--- src/rtl/bmg_pkg.sv ---
package bmg_pkg;

    // ****************************************
    // Register map (byte addresses)
    // ****************************************
    localparam int ADDR_W = 8;
    localparam logic [ADDR_W-1:0] PORTA_ADDR = 8'h00;
    localparam logic [ADDR_W-1:0] PORTB_ADDR = 8'h04;
    localparam logic [ADDR_W-1:0] STATUS_ADDR = 8'h08;

    // Port A fields: {drive_id, side, drive_sel[1:0], bank_en}
    typedef struct packed {
        logic drive_id;
        logic side;
        logic [1:0] drive_sel;
        logic bank_en;
    } bmg_porta_t;

    localparam bmg_porta_t PORTA_RST = '{drive_id: 1'b0, side: 1'b0,
                                         drive_sel: 2'h0, bank_en: 1'b1};
    localparam int PORTA_W = 5;

    // Status bit positions
    localparam int ST_KBD_READY = 0;
    localparam int ST_SIZE_LARGE = 1;
    localparam int ST_BANK_EN = 2;

    // ****************************************
    // Memory map, upper address nibble and top two bits
    // ****************************************
    localparam logic [3:0] ROM_PAGE = 4'h0;
    localparam logic [3:0] CRT_PAGE = 4'h3;
    localparam logic [1:0] LOW16K_TOP = 2'h0;

    typedef struct packed {
        logic rom_sel;
        logic crt_sel;
        logic ram_sel;
    } bmg_mem_sel_t;

    // ****************************************
    // Disk controller clock
    // ****************************************
    localparam int SYS_CLK_HZ = 20_000_000;
    localparam int FDC_FAST_HZ = 2_000_000;
    localparam int FDC_SLOW_HZ = 1_000_000;
    localparam int FAST_HALF = SYS_CLK_HZ / (2 * FDC_FAST_HZ);
    localparam int SLOW_HALF = SYS_CLK_HZ / (2 * FDC_SLOW_HZ);
    localparam int DIV_W = 4;

endpackage

--- src/rtl/bmg_glue.sv ---
`timescale 1ns/1ns
`default_nettype none

module bmg_glue (
    input wire logic pclk,
    input wire logic presetn,
    input wire logic psel,
    input wire logic penable,
    input wire logic pwrite,
    input wire logic [bmg_pkg::ADDR_W-1:0] paddr,
    input wire logic [31:0] pwdata,
    output logic [31:0] prdata,
    output logic pready,
    output logic pslverr,
    input wire logic [15:0] cpu_addr,
    output bmg_pkg::bmg_mem_sel_t mem_sel,
    output logic bank_en,
    output logic [1:0] drive_sel,
    output logic side_sel,
    output logic drive_id,
    input wire logic drive_size_large_sel,
    output logic fdc_clk,
    output logic ext_sep_sel,
    input wire logic [7:0] kbd_data,
    input wire logic kbd_strobe
);

    // ****************************************
    // Register bus
    // ****************************************
    logic access, setup, hit, wr, rd_b;
    bmg_pkg::bmg_porta_t porta_r, porta_nxt;
    logic [7:0] kbd_r, kbd_nxt;
    logic kbd_ready_r, kbd_ready_nxt;
    logic strobe_q_r;
    logic [31:0] prdata_r, prdata_nxt;
    logic take_key;

    assign setup = psel & ~penable;
    assign access = psel & penable;
    assign hit = (paddr == bmg_pkg::PORTA_ADDR) | (paddr == bmg_pkg::PORTB_ADDR) |
                 (paddr == bmg_pkg::STATUS_ADDR);
    // Zero wait states keeps bank switching on the next memory cycle
    assign pready = 1'b1;
    assign pslverr = access & ~hit;
    assign wr = access & pwrite & (paddr == bmg_pkg::PORTA_ADDR);
    assign rd_b = access & ~pwrite & (paddr == bmg_pkg::PORTB_ADDR);
    assign prdata = prdata_r;
    // Strobe taken on its rising edge so a held strobe loads once
    assign take_key = kbd_strobe & ~strobe_q_r;

    always_comb begin
        porta_nxt = porta_r;
        kbd_nxt = kbd_r;
        kbd_ready_nxt = kbd_ready_r;
        prdata_nxt = prdata_r;
        if (wr) begin
            porta_nxt = bmg_pkg::bmg_porta_t'(pwdata[bmg_pkg::PORTA_W-1:0]);
        end
        if (rd_b) begin
            kbd_ready_nxt = 1'b0;
        end
        // Set wins over the read clear
        if (take_key) begin
            kbd_nxt = kbd_data;
            kbd_ready_nxt = 1'b1;
        end
        if (setup) begin
            prdata_nxt = 32'h0;
            unique case (paddr)
                bmg_pkg::PORTA_ADDR: prdata_nxt[bmg_pkg::PORTA_W-1:0] = porta_r;
                bmg_pkg::PORTB_ADDR: prdata_nxt[7:0] = kbd_r;
                bmg_pkg::STATUS_ADDR: begin
                    prdata_nxt[bmg_pkg::ST_KBD_READY] = kbd_ready_r;
                    prdata_nxt[bmg_pkg::ST_SIZE_LARGE] = drive_size_large_sel;
                    prdata_nxt[bmg_pkg::ST_BANK_EN] = porta_r.bank_en;
                end
                default: prdata_nxt = 32'h0;
            endcase
        end
    end

    always_ff @(posedge pclk or negedge presetn) begin
        if (!presetn) begin
            porta_r <= bmg_pkg::PORTA_RST;
            kbd_r <= 8'h00;
            kbd_ready_r <= 1'b0;
            strobe_q_r <= 1'b0;
            prdata_r <= 32'h0;
        end else begin
            porta_r <= porta_nxt;
            kbd_r <= kbd_nxt;
            kbd_ready_r <= kbd_ready_nxt;
            strobe_q_r <= kbd_strobe;
            prdata_r <= prdata_nxt;
        end
    end

    assign bank_en = porta_r.bank_en;
    assign drive_sel = porta_r.drive_sel;
    assign side_sel = porta_r.side;
    assign drive_id = porta_r.drive_id;

    // ****************************************
    // Memory decode
    // ****************************************
    // Gaps 1000-2FFF select nothing while the bank is on
    always_comb begin
        mem_sel.rom_sel = bank_en & (cpu_addr[15:12] == bmg_pkg::ROM_PAGE);
        mem_sel.crt_sel = bank_en & (cpu_addr[15:12] == bmg_pkg::CRT_PAGE);
        mem_sel.ram_sel = ~bank_en | (cpu_addr[15:14] != bmg_pkg::LOW16K_TOP);
    end

    // ****************************************
    // Disk clock and separator
    // ****************************************
    logic [bmg_pkg::DIV_W-1:0] div_r, div_nxt, half_last;
    logic fdc_clk_r, fdc_clk_nxt, size_q_r, ext_sep_r;

    assign half_last = drive_size_large_sel ?
                       bmg_pkg::DIV_W'(bmg_pkg::FAST_HALF - 1) :
                       bmg_pkg::DIV_W'(bmg_pkg::SLOW_HALF - 1);

    // Divider restarts on a size change to avoid a runt period
    always_comb begin
        div_nxt = div_r + 1'b1;
        fdc_clk_nxt = fdc_clk_r;
        if (drive_size_large_sel != size_q_r) begin
            div_nxt = '0;
        end else if (div_r >= half_last) begin
            div_nxt = '0;
            fdc_clk_nxt = ~fdc_clk_r;
        end
    end

    always_ff @(posedge pclk or negedge presetn) begin
        if (!presetn) begin
            div_r <= '0;
            fdc_clk_r <= 1'b0;
            size_q_r <= 1'b0;
            ext_sep_r <= 1'b0;
        end else begin
            div_r <= div_nxt;
            fdc_clk_r <= fdc_clk_nxt;
            size_q_r <= drive_size_large_sel;
            ext_sep_r <= drive_size_large_sel;
        end
    end

    assign fdc_clk = fdc_clk_r;
    assign ext_sep_sel = ext_sep_r;

    // ****************************************
    // Checks
    // ****************************************
    logic clk_prev_r, tog;
    always_ff @(posedge pclk or negedge presetn) begin
        if (!presetn) begin
            clk_prev_r <= 1'b0;
        end else begin
            clk_prev_r <= fdc_clk_r;
        end
    end
    assign tog = fdc_clk_r != clk_prev_r;

    property p_bank_reset;
        @(posedge pclk) disable iff (!presetn) $rose(presetn) |-> bank_en;
    endproperty
    a_bank_reset: assert property (p_bank_reset) else $error("bank off after reset");

    property p_rom_map;
        @(posedge pclk) disable iff (!presetn)
        bank_en && cpu_addr < 16'h1000 |-> mem_sel.rom_sel && !mem_sel.ram_sel;
    endproperty
    a_rom_map: assert property (p_rom_map) else $error("rom not decoded");

    property p_crt_map;
        @(posedge pclk) disable iff (!presetn)
        bank_en && cpu_addr >= 16'h3000 && cpu_addr < 16'h4000
        |-> mem_sel.crt_sel && !mem_sel.ram_sel && !mem_sel.rom_sel;
    endproperty
    a_crt_map: assert property (p_crt_map) else $error("display ram not decoded");

    property p_ram_map;
        @(posedge pclk) disable iff (!presetn)
        !bank_en |-> mem_sel.ram_sel && !mem_sel.rom_sel && !mem_sel.crt_sel;
    endproperty
    a_ram_map: assert property (p_ram_map) else $error("program ram not decoded");

    property p_porta_write;
        @(posedge pclk) disable iff (!presetn)
        psel && penable && pwrite && paddr == bmg_pkg::PORTA_ADDR && pready
        |=> bank_en == $past(pwdata[0]) && drive_sel == $past(pwdata[2:1])
            && side_sel == $past(pwdata[3]) && drive_id == $past(pwdata[4]);
    endproperty
    a_porta_write: assert property (p_porta_write) else $error("port a write lost");

    property p_fast_clk;
        @(posedge pclk) disable iff (!presetn)
        // Size held one cycle before the edge, so no divider restart hides in it
        drive_size_large_sel ##1 (tog && drive_size_large_sel) ##1 drive_size_large_sel[*5]
        |-> tog && !$past(tog, 1) && !$past(tog, 4);
    endproperty
    a_fast_clk: assert property (p_fast_clk) else $error("disk clock not 2 MHz");

    property p_slow_clk;
        @(posedge pclk) disable iff (!presetn)
        !drive_size_large_sel ##1 (tog && !drive_size_large_sel)
        ##1 (!drive_size_large_sel)[*8]
        ##1 !drive_size_large_sel ##1 !drive_size_large_sel
        |-> tog && !$past(tog, 1) && !$past(tog, 5) && !$past(tog, 9);
    endproperty
    a_slow_clk: assert property (p_slow_clk) else $error("disk clock not 1 MHz");

    property p_separator;
        @(posedge pclk) disable iff (!presetn)
        1'b1 |=> ext_sep_sel == $past(drive_size_large_sel);
    endproperty
    a_separator: assert property (p_separator) else $error("separator wrong");

    property p_key_take;
        @(posedge pclk) disable iff (!presetn)
        kbd_strobe && !strobe_q_r |=> kbd_r == $past(kbd_data) && kbd_ready_r;
    endproperty
    a_key_take: assert property (p_key_take) else $error("key byte not taken");

endmodule

`default_nettype wire

--- config.mk ---
export PLATFORM = sky130hd
export DESIGN_NAME = bmg_glue
export DESIGN_NICKNAME = d
export VERILOG_FILES = /design/src/rtl/bmg_pkg.sv /design/src/rtl/bmg_glue.sv
export SDC_FILE = /design/constraint.sdc
export NUM_CORES = 1
export LEC_CHECK = 0
export ABC_AREA = 1
export BUFFER_PORTS_ARGS = -buffer_cell sky130_fd_sc_hd__clkbuf_2
export CORE_UTILIZATION = 28
export CTS_CLUSTER_DIAMETER = 30
export CTS_CLUSTER_SIZE = 8
export DETAILED_ROUTE_END_ITERATION = 6
export SETUP_SLACK_MARGIN = 0.3
export SKIP_CTS_REPAIR_TIMING = 1
export SKIP_LAST_GASP = 1
export SYNTH_ARGS = -nofsm -noshare
export SYNTH_HDL_FRONTEND = slang
export SYNTH_SLANG_ARGS = --single-unit
--- constraint.sdc ---
create_clock -name pclk -period 1.2 [get_ports pclk]
set_input_delay 0.18 -clock pclk [delete_from_list [all_inputs] [get_ports pclk]]
set_output_delay 0.18 -clock pclk [all_outputs]
set_load 0.01 [all_outputs]
==> impl_summary.md, run 1 <==
Finish
Excluding fillers, the count of instances in the completed layout stands at 334. The footprint of the multi-input gates is 847 µm². The most common cell after layout, fill and taps aside is sky130_fd_sc_hd__clkbuf_2.

The number of antenna diodes is 0. Once layout is complete, the utilization of the core stands at 0.409. The area added between synthesis and finish is 37.6%.

Of the cells placed in the final design, the portion with a size suffix greater than 1 is 0.427. The library cells used most frequently in the layout, excluding fill and tap cells, are sky130_fd_sc_hd__clkbuf_2 (44), sky130_fd_sc_hd__nand2_1 (33), sky130_fd_sc_hd__dfrtp_1 (28), sky130_fd_sc_hd__conb_1 (25), sky130_fd_sc_hd__buf_4 (21). The number of inserted filler cells in the final layout is 594. The finished layout cell area is 0.00229 mm². The area taken by flip-flops and latches is 727 µm². The final layout contains 337 nets.

Die
115 I/O pins were placed. The x dimension of the die is 79.2 µm. The placement row count is 27. The die covers 0.00626 mm². For this configuration, the core starts out at a cell density of 0.297. The die boundary height is 79.2 µm.

The area of the core is 0.00561 mm².

Place
The final weighted congestion of routability-driven global placement is 0.784. Detailed placement finished with a half-perimeter wire length of 2.53 mm. The standard cell area after detailed placement is 0.00199 mm². Input and output buffers added on the ports amount to 50. The number of placed instances, taps included is 310.

Setup path
The gate family responsible for the most delay along the worst path is flip-flops. For the worst setup path, the data arrival time is 1.14 ns. The worst setup path is of the reg2out kind. The master of the slowest instance on the critical path is sky130_fd_sc_hd__dfstp_2.

For this run, the slowest stage of the critical path takes 0.55 ns. Walking the worst path, the cells encountered are nand2_4, nor3_4, buf_2. Of all nets on the critical path, the largest fanout is 3. The kind of start point of the critical path is a flop. Counting both buffers and inverters, the worst setup path holds a total of 1. Data on the critical path is required at its endpoint by 1.02 ns.

The endpoint kind of the worst setup timing path is an output port.

Synth
The prevailing post-synth register cell is sky130_fd_sc_hd__dfrtp_1. The post-synthesis cell count is 186. Counting flops with a built-in enable in the synthesized netlist gives 0. Counting flops with an async set or reset pin after synthesis yields a share of 1.00. A synthesized cell averages 8.96 µm². For this run, the number of Yosys warnings is 0. Synthesis inferred 29 register bits. After synthesis, the netlist uses 33 different library cells. The synthesized netlist occupies a cell area of 0.00167 mm². The sequential element share of the synthesized area is 0.436.

Timing
Static timing analysis puts the maximum clock frequency at 758 MHz. After layout, the worst setup slack is -0.120 ns. For the finished layout, the period the worst path requires is 1.32 ns. Setup repair after global routing could not meet its margin everywhere.

The setup violation total in the final timing report is 9. The hold violation count in the final report was 0. In the finished design, the share of the clock period the worst path needs comes to 1.10. The number of max-slew violations in the final report is 0. The worst clock skew is 0.00443 ns.

Route
The count of unresolved DRC violations after routing is 0. The initial detailed-routing violation count is 38. The routed layout has 1369 vias. The per-cell via count in the routed design is 4.10. The final wirelength is 3.36 mm. The number of routed nets with antenna violations is 0.

The first-pass iteration count of the detailed router is 4. In the final routed layout, each cell accounts on average for 10.0 µm.

Clock tree
The number of sinks on the clock net is 29. The clock-pin slew reported for the worst setup and hold paths after clock tree synthesis is 0.06 ns. The H-tree was split into 2 levels. CTS placed an instance of sky130_fd_sc_hd__clkbuf_8 at the clock tree root. The TritonCTS clock tree is yes. The clock reaches the later pin of the worst-skew pair after 0.27 ns. The maximum clock path buffer count is 2.

Buffers inserted during clock tree synthesis total 5.

Power
For this design the static power due to leakage is 1.28 nW. IR analysis of the VDD net gives a maximum drop of 0.524 mV. The ratio of total power to cell area is 1030 mW/mm².

After layout, the design draws a total of 2.37 mW.

Outcome
The final reports fail on negative setup slack. The flow ran to the end, but the final reports show violations.

Job
The number of violations of the max-capacitance limit is 0.

Global route
The overall track demand over capacity in global routing is 0.113. The largest net degree at the start of global routing is 30. The number of antenna violations at the first check in global routing is 0. The first global-routing pass estimated 5.41 mm of wire. The via count of the first global-routing pass was 1162. The total congestion overflow is 0.

Min path
The worst hold path class is in2reg.
-- tightest hold or removal path, delay by kind of cell --
family	cells	cell delay, ns
compound gates	1	0.05
buf+inv	2	0.14
-- routing by layer --
metal	track usage	wire [µm]	vias up	part of all wire
met5	0	0	-	0
met1	0.147	1510	627	0.45
met4	0.0418	27	0	0.0080
met3	0.0368	179	4	0.053
li1	-	-	692	-
met2	0.172	1640	46	0.49
-- area by class of cell --
class / instances / area share
Inverter: 21 / 0.0349
Timing Repair Buffer: 73 / 0.202
Sequential cell: 29 / 0.317
Multi-Input combinational cell: 132 / 0.369
Tap cell: 72 / 0.0393
Clock buffer: 7 / 0.0376
-- per-stage QoR --
stage	setup slack [ns]	TNS [ns]	hold slack (ns)
after floorplan	0.0792	0	-0.116
after global placement	-0.000862	-0.000862	0.213
after detailed placement	-0.0143	-0.0184	0.215
after CTS	-0.205	-0.469	-0.0808
after global routing	-0.187	-0.987	0.0879
final	-0.120	-0.503	0.0953
-- cells in the mapped netlist (3+ instances only) --
master,number,area [µm²]
sky130_fd_sc_hd__dfrtp_1,28,701
sky130_fd_sc_hd__nand3_1,13,65.1
sky130_fd_sc_hd__nor2_4,3,33.8
sky130_fd_sc_hd__inv_1,19,71.3
sky130_fd_sc_hd__a21oi_1,7,35.0
sky130_fd_sc_hd__nor2_1,14,52.6
sky130_fd_sc_hd__o21ai_1,5,25.0
sky130_fd_sc_hd__ha_1,4,50.1
sky130_fd_sc_hd__mux2_2,3,33.8
sky130_fd_sc_hd__nand2_1,35,131
sky130_fd_sc_hd__o31ai_2,3,37.5
sky130_fd_sc_hd__buf_4,25,188
-- power by group --
group          switching [mW]  internal (mW)
Combinational           0.259          0.206
Sequential             0.0451           1.06
Clock                   0.343          0.454
-- sequential cells by signal, summed over array words and instances, names as in the netlist --
signal	count
kbd_ready_r	1
kbd_r	8
ext_sep_sel	1
drive_id	1
prdata	8
strobe_q_r	1
drive_sel	2
bank_en	1
side_sel	1
fdc_clk	1
div_r	4
-- logic make-up (layout without fill, tap and decap cells) --
family          count (synthesis)  after routing  share of synthesized area
mux                             4              4                     0.0270
other cells                     2             25                    0.00451
compound gates                 18             18                     0.0736
flops                          29             29                      0.436
fa+ha+maj                       4              4                     0.0300
xor+xnor                        3              3                     0.0158
simple gates                   78             78                      0.242
buf+inv                        48            101                      0.170
-- final timing paths --
| kind | from | endpoint | slack, ns | cells after the start |
|---|---|---|---|---|
| hold reg to reg | kbd_ready_r | kbd_ready_r | 0.48 | 2 |
| hold / removal | pwdata[0] | bank_en | 0.1 | 3 |
| min in group asynchronous | presetn | kbd_r[6] | 0.44 | 3 |
| max in group asynchronous | presetn | bank_en | 0.45 | 3 |
| setup / recovery | bank_en | mem_sel[2] | -0.12 | 3 |
| setup reg to reg | div_r[3] | div_r[0] | -0.07 | 4 |
Note: power is estimated with default switching activity, not from simulation.
==> run 2, diff against run 1 <==
- ABC_AREA: 1 -> default
- RECOVER_POWER: default -> 50
==> run 2 against run 1 <==
Against the previous run:
- the run still ends with negative setup slack left
- sequential power about the same
- register-to-register slack worse by 0.11 ns
- die area down 6.4%
- synthesized area shrank 6.5%
- first-iteration DRC count fell by 37%
- wire length is 0.89% lower
- largest power group unchanged
- clock skew is 0.0016 ns higher
- maximum frequency down 4.4%
- critical path depth is 2 higher
- final area increased by 1.1%
- worst hold slack worse by 0.064 ns
==> impl_summary.md, run 2 <==
Outcome
The run finished, with violations left. The final reports fail on negative setup slack.

Setup path
The kind of start point of the critical path is a flop. The worst setup path is captured at a flop. By startpoint and endpoint, the worst setup path is classified as reg2reg.

The maximum fanout encountered on the critical timing path came to 3 (unchanged). The arrival time of data at the critical path endpoint was 1.58 ns (+0.44 ns). The data required time of the worst path is 1.40 ns (+0.38 ns).

Power
The peak ir drop on the vdd network is 0.521 mV (-0.43%). The portion of total power attributed to the clock network is 0.358 (+0.021). The combinational share of power came to 0.195 (about the same). The sequential power share was 0.447 (-0.020). The total internal power is 1.82 mW (+5.9%). The power spent charging and discharging nets was 661 µW (+2.1%). The ratio of total power to cell area came to 1070 mW/mm² (+3.7%). The reported leakage power was 1.18 nW (-7.8%).

The share of total power consumed by net switching is 0.266 (-0.00714).

Finish
The footprint of the multi-input gates came to 858 µm² (+1.3%). The number of standard cells in the layout, taps in and fillers out came to 297 (-11%). The number of antenna diodes is 0 (unchanged). The area taken by flip-flops and latches is 727 µm² (unchanged).

The final net count is 301 (-11%). The area added between synthesis and finish is 48.9%. The number of inserted filler cells in the final layout is 527 (-11%). The share of final-layout standard cells stronger than drive strength 1 was 0.524 (+0.0967). In the layout the commonest cells are sky130_fd_sc_hd__clkbuf_2 (42), sky130_fd_sc_hd__dfrtp_1 (28), sky130_fd_sc_hd__conb_1 (25), sky130_fd_sc_hd__buf_4 (22), sky130_fd_sc_hd__nand2_1 (13).

The most common cell after layout, fill and taps aside is sky130_fd_sc_hd__clkbuf_2.

Timing
The hold violation count in the final report is 0 (unchanged). The clock period minus final worst setup slack is 1.38 ns (+0.0603 ns). The worst slack on hold paths is 0.0317 ns (-0.0636 ns). The total negative setup slack was -0.819 ns (-0.316 ns). The number of max-slew violations in the final report was 0 (unchanged).

In this run the tightest slew margin relative to its limit is 0.511. The setup violation total in the final timing report is 9 (unchanged). The fraction of the cycle the final worst path needs came to 1.15 (+0.0502). The setup slack after layout came to -0.180 ns (-0.0603 ns). The maximum clock rate is 725 MHz (-4.4%).

The slew at the pin closest to its max-slew limit is 0.733 ns. Setup repair after global routing could not meet its margin everywhere. The worst clock skew was 0.00599 ns (+0.00156 ns).

Min path
The worst hold path belongs to the class in2reg.

Route
The count of unresolved DRC violations after routing is 0 (unchanged). The per-cell via count in the routed design was 4.20 (+2.4%). The average wire per cell in the routed design came to 11.2 µm (+11%). The number of routed nets with antenna violations is 0 (unchanged). The initial detailed-routing violation count came to 24 (-37%). The first-pass iteration count of the detailed router is 4 (unchanged). The final wirelength is 3.33 mm (-0.89%). The overall via count from detail_route is 1247 (-8.9%).

Place
The number of port buffers is 50 (unchanged). The HPWL reported at the end of detailed placement was 2.47 mm (-2.1%). The final weighted congestion of routability-driven global placement is 0.716 (-8.7%). The post-placement setup slack came to -0.235 ns (-0.221 ns). The number of placed instances, taps included is 276 (-11%).

Global route
The overall track demand over capacity in global routing was 0.112 (-0.000217). The largest net degree at the start of global routing came to 30 (unchanged). The number of antenna violations at the first check in global routing was 0 (unchanged). The total congestion overflow is 0 (unchanged). The via count of the first global-routing pass is 1159 (-0.26%). The global-route wire length before repair was 5.14 mm (-5.0%).

Clock tree
The depth of the CTS H-tree is 2 (unchanged). The root buffer cell is sky130_fd_sc_hd__clkbuf_8. The TritonCTS clock tree is yes. The number of sinks on the clock net is 29 (unchanged). The clock-pin slew reported for the worst setup and hold paths after clock tree synthesis is 0.07 ns (about the same). The insertion delay of the later-clocked pin in the worst-skew pair is 0.28 ns (about the same). The maximum clock path buffer count is 2 (unchanged). The number of buffers inserted during clock tree synthesis was 5 (unchanged).

Synth
The cell area after synthesis was 0.00156 mm² (-6.5%). The synthesis warning total was 0 (unchanged). The average instance area after synthesis was 10.7 µm² (+20%). The commonest cells after synthesis are sky130_fd_sc_hd__dfrtp_1 (28), sky130_fd_sc_hd__buf_4 (25), sky130_fd_sc_hd__nand2_1 (15), sky130_fd_sc_hd__mux2_2 (13), sky130_fd_sc_hd__o21ai_0 (7).

The synthesized design spends more area on one cell type than any other, namely sky130_fd_sc_hd__dfrtp_1. The synthesized flop and latch total is 29 (unchanged). The fraction of registers with async set or reset after synthesis is 1.00 (unchanged).

The number of enable flip-flop cells after synthesis is 0 (unchanged). The sequential element share of the synthesized area is 0.467 (+0.0305). The number of different library cells in the post-synthesis netlist is 33 (unchanged). The post-synthesis cell count was 145 (-22%). sky130_fd_sc_hd__dfrtp_1 is the most common cell in the netlist.

The prevailing post-synth register cell is sky130_fd_sc_hd__dfrtp_1. The share of the synthesized area in the top cell type is 0.450 (+0.0294). After synthesis, the cell types taking the most area are sky130_fd_sc_hd__dfrtp_1 (45%), sky130_fd_sc_hd__buf_4 (12%), sky130_fd_sc_hd__mux2_2 (9.4%).

Die
The die boundary height is 76.6 µm (-3.2%). The placement row count is 26 (-3.7%). The area enclosed by the die boundary was 0.00587 mm² (-6.4%). The x dimension of the die is 76.6 µm (-3.2%).

The effective utilization at floorplan is 0.297 (about the same). The I/O pin count is 115 (unchanged). The area of the core is 0.00524 mm² (-6.6%).

Job
The number of violations of the max-capacitance limit is 0 (unchanged).
run 2: changes by cell type after synthesis, sizes merged, moves of 2 or more:
| cell | previous run | this run |
|---|---|---|
| a21oi | 7 | 1 |
| a2bb2oi | 0 | 3 |
| clkbuf | 0 | 2 |
| inv | 20 | 5 |
| mux2 | 4 | 13 |
| mux2i | 0 | 5 |
| nand2 | 39 | 15 |
| nand3 | 13 | 5 |
| nand3b | 2 | 0 |
| nand4 | 2 | 0 |
| nor2 | 19 | 6 |
| nor2b | 0 | 3 |
| o211ai | 0 | 2 |
| or2 | 2 | 0 |
run 2: logic make-up (layout without fill, tap and decap cells):
group / count (synthesis) / after routing / synth area share
AOI/OAI and AO/OA: 18 / 18 / 0.0779
buffers and inverters: 34 / 93 / 0.144
adders and majority gates: 4 / 4 / 0.0321
DFF: 29 / 29 / 0.467
xor gates and xnor gates: 3 / 3 / 0.0169
and+or+nand+nor: 37 / 37 / 0.132
other: 2 / 25 / 0.00482
muxes: 18 / 18 / 0.126
run 2: power groups by stage:
stage                     Sequential (mW)  Clock [mW]  Combinational [mW]
after detailed placement             1.12           0               0.422
after CTS                            1.10       0.926               0.421
after global placement               1.12           0               0.413
final                                1.11       0.889               0.484
after global routing                 1.12       0.978               0.531
after floorplan                      1.12           0               0.299
run 2: per-stage QoR:
| step | instance area [µm²] | total power [mW] | utilization |
|---|---|---|---|
| after CTS | 2080 | 2.45 | 0.397 |
| after detailed placement | 1980 | 1.54 | 0.377 |
| after floorplan | 1720 | 1.41 | - |
| after global routing | 2320 | 2.62 | 0.443 |
| final | 2320 | 2.48 | 0.443 |
| after global placement | 1980 | 1.53 | 0.377 |
run 2: final cells by class:
cell class                 instances  share of cell area
clock buffer                       7              0.0415
clock inverter                     1             0.00216
inverter                           5             0.00809
multi-input combinational        105               0.370
sequential                        29               0.313
tap                               70              0.0378
timing repair buffer              80               0.227
run 2: worst paths after layout:
check | from | end | slack, ns | depth (start not counted)
worst max register to register | div_r[0] | fdc_clk | -0.18 | 5
max in group asynchronous | presetn | prdata[7] | 0.15 | 3
worst max-delay path | div_r[0] | fdc_clk | -0.18 | 5
min in group asynchronous | presetn | kbd_r[3] | 0.58 | 3
worst min-delay path | kbd_strobe | strobe_q_r | 0.03 | 1
worst min register to register | kbd_r[2] | kbd_r[2] | 0.52 | 1
run 2: metal layers:
| metal | track usage | part of all wire | vias up |
|---|---|---|---|
| met5 | 0 | 0 | - |
| met4 | 0.0404 | 0.010 | 0 |
| met3 | 0.0407 | 0.068 | 5 |
| met2 | 0.182 | 0.50 | 59 |
| met1 | 0.137 | 0.42 | 577 |
| li1 | - | - | 606 |
run 2: worst max-delay path: stages (launching register included):
cell and delay [ns]:
sky130_fd_sc_hd__dfrtp_1 0.36, sky130_fd_sc_hd__inv_2 0.05, sky130_fd_sc_hd__ha_4 0.26, sky130_fd_sc_hd__nor4b_4 0.04, sky130_fd_sc_hd__or4b_1 0.51, sky130_fd_sc_hd__o2111ai_2 0.07
==> run 3, diff against run 2 <==
- CORE_ASPECT_RATIO: default -> 0.6
- RECOVER_POWER: 50 -> 25
==> run 3 against run 2 <==
Against the previous run:
- the flow finishes with violations (design-rule violations, negative setup slack)
- critical path depth down 1
- worst hold slack worse by 0.0044 ns
- setup slack worse by 0.023 ns
- final cell count down 3.0%
- maximum frequency down 1.6%
- sequential share of layout area up 0.085 points
- power up 0.33%
- critical path type unchanged
- critical endpoint unchanged
==> impl_summary.md, run 3 (synthesized netlist as in run 2, its figures left out) <==
Outcome
The flow ran to the end, but the final reports show violations. The final reports fail on design-rule violations, negative setup slack.

Clock tree
The clock-pin slew reported for the worst setup and hold paths after clock tree synthesis is 0.06 ns (about the same). The root buffer cell is sky130_fd_sc_hd__clkbuf_8. The number of sinks on the clock net is 29 (unchanged). The TritonCTS clock tree is yes.

The number of buffers inserted during clock tree synthesis was 5 (unchanged). The insertion delay of the later-clocked pin in the worst-skew pair is 0.28 ns (about the same). The maximum clock path buffer count was 2 (unchanged). The depth of the CTS H-tree is 2 (unchanged).

Finish
The share of final-layout standard cells stronger than drive strength 1 is 0.536 (+0.0118). The library cells used most frequently in the layout, excluding fill and tap cells, are sky130_fd_sc_hd__clkbuf_2 (42), sky130_fd_sc_hd__dfrtp_1 (28), sky130_fd_sc_hd__conb_1 (25), sky130_fd_sc_hd__buf_4 (18), sky130_fd_sc_hd__nand2_1 (13). The final net count is 296 (-1.7%). Leaving out fill and tap cells, the most frequent cell in the layout is sky130_fd_sc_hd__clkbuf_2. The area added between synthesis and finish is 48.5%. The finished layout cell area was 0.00231 mm² (-0.27%). The number of antenna diodes was 0 (unchanged).

Global route
The global-route wire length before repair is 5.13 mm (-0.14%). The total congestion overflow is 0 (unchanged). The via count of the first global-routing pass came to 1033 (-11%). The overall track demand over capacity in global routing came to 0.118 (+0.00568). The number of antenna violations at the first check in global routing was 0 (unchanged). The largest net degree at the start of global routing is 30 (unchanged).

Die
The placement row count is 20 (-23%). The area of the core was 0.00520 mm² (-0.62%). The die boundary height is 59.8 µm (-22%). The effective utilization at floorplan is 0.299 (+0.00186). The I/O pin count is 115 (unchanged). The x dimension of the die came to 98.3 µm (+28%). The area enclosed by the die boundary is 0.00588 mm² (+0.16%).

Route
The average wire per cell in the routed design is 12.7 µm (+14%). The count of unresolved DRC violations after routing is 2 (+2). The first-pass iteration count of the detailed router is 6 (+2). The overall via count from detail_route is 1206 (-3.3%). The final wirelength was 3.67 mm (+10%). The initial detailed-routing violation count is 47 (+96%). The number of routed nets with antenna violations is 0 (unchanged). The per-cell via count in the routed design was 4.19 (-0.27%).

Place
The final weighted congestion of routability-driven global placement is 0.780 (+8.9%). The standard cell area after detailed placement is 0.00197 mm² (-0.51%). The HPWL reported at the end of detailed placement came to 2.70 mm (+9.1%). The number of port buffers came to 50 (unchanged).

Timing
The fraction of the cycle the final worst path needs is 1.17 (+0.0188). The setup slack after layout is -0.203 ns (-0.0225 ns). The total negative setup slack is -0.818 ns (+0.00144 ns).

The hold violation count in the final report was 0 (unchanged). The number of max-slew violations in the final report is 0 (unchanged). The setup violation total in the final timing report came to 9 (unchanged). The worst clock skew is 0.00596 ns (-0.0000287 ns). The tightest slew margin relative to the limit is 0.563 (+0.0513). The maximum clock rate is 713 MHz (-1.6%). The clock period minus final worst setup slack came to 1.40 ns (+0.0225 ns). The slew at the pin closest to its max-slew limit came to 0.656 ns (-0.0769 ns).

Setup repair after global routing could not meet its margin everywhere.

Setup path
The depth of the worst register-to-register path is 4 (-1). The endpoint kind of the worst setup timing path is a flop. The kind of start point of the critical path is a flop. The maximum fanout encountered on the critical timing path is 3 (unchanged).

The worst register-to-register path begins at div_r[3]. The arrival time of data at the critical path endpoint is 1.60 ns (+0.02 ns). By startpoint and endpoint, the worst setup path is classified as reg2reg. The slack of the worst reg-to-reg path is -0.20 ns (-0.02 ns). The data required time of the worst path is 1.40 ns (about the same). The critical register-to-register path endpoint is fdc_clk.

Power
The post-route total power is 2.49 mW (+0.33%). The ratio of total power to cell area is 1080 mW/mm² (+0.60%). The peak ir drop on the vdd network is 0.456 mV (-13%). The reported leakage power is 1.15 nW (-2.7%).

Min path
The worst hold path begins at kbd_strobe. The tightest min-delay check is of the in2reg type. The path with the worst hold slack has its endpoint at strobe_q_r. The number of instances on the worst hold path came to 1 (unchanged).

Job
The number of violations of the max-capacitance limit was 0 (unchanged).
==> run 3: cell types whose count changed in the layout (fill, tap and decap cells not counted), sizes merged <==
cell  delta
buf      -5
==> run 3: stage by stage <==
step	utilization	hold slack (ns)	setup slack [ns]	std cells
5_1_grt	0.444	0.0237	-0.264	288
3_3_place_gp	0.378	0.145	-0.220	268
3_5_place_dp	0.378	0.149	-0.261	268
4_1_cts	0.397	-0.149	-0.282	276
2_1_floorplan	-	-0.116	-0.177	168
6_report	0.444	0.0273	-0.203	288
==> run 3: area by class of cell <==
cell class,count,area [µm²]
multi-input cells,105,902
flip-flops and latches,29,727
clock inverters,1,5.00
well taps,66,82.6
inverters,5,18.8
repair buffers,75,482
fillers,515,2890
clock buffers,7,96.3
==> run 3: power by group <==
part           switching [mW]  internal [mW]  total, mW
combinational           0.247          0.252      0.500
clock                   0.364          0.517      0.881
sequential             0.0580           1.05       1.11
==> run 3: per-layer routing <==
layer | track usage | vias to the layer above | wire length (µm)
li1 | - | 602 | -
met1 | 0.171 | 562 | 1900
met2 | 0.159 | 38 | 1500
met3 | 0.0409 | 4 | 236
met4 | 0.0448 | 0 | 38
met5 | 0 | - | 0
==> run 3: worst max-delay path by stage <==
stage / from / to / slack (ns) / depth (start not counted)
final: div_r[3] / fdc_clk / -0.20 / 4
after global placement: div_r[2] / fdc_clk / -0.22 / 4
after global routing: div_r[0] / fdc_clk / -0.26 / 5
after CTS: div_r[0] / div_r[2] / -0.28 / 5
after floorplan: div_r[0] / fdc_clk / -0.18 / 5
after detailed placement: div_r[0] / div_r[2] / -0.26 / 5
==> run 3: worst max-delay path, stage by stage, from the launching register on <==
cell                        delay [ns]
sky130_fd_sc_hd__dfrtp_1          0.39
sky130_fd_sc_hd__ha_1             0.30
sky130_fd_sc_hd__o21ai_2          0.07
sky130_fd_sc_hd__or4b_1           0.49
sky130_fd_sc_hd__o2111ai_2        0.08
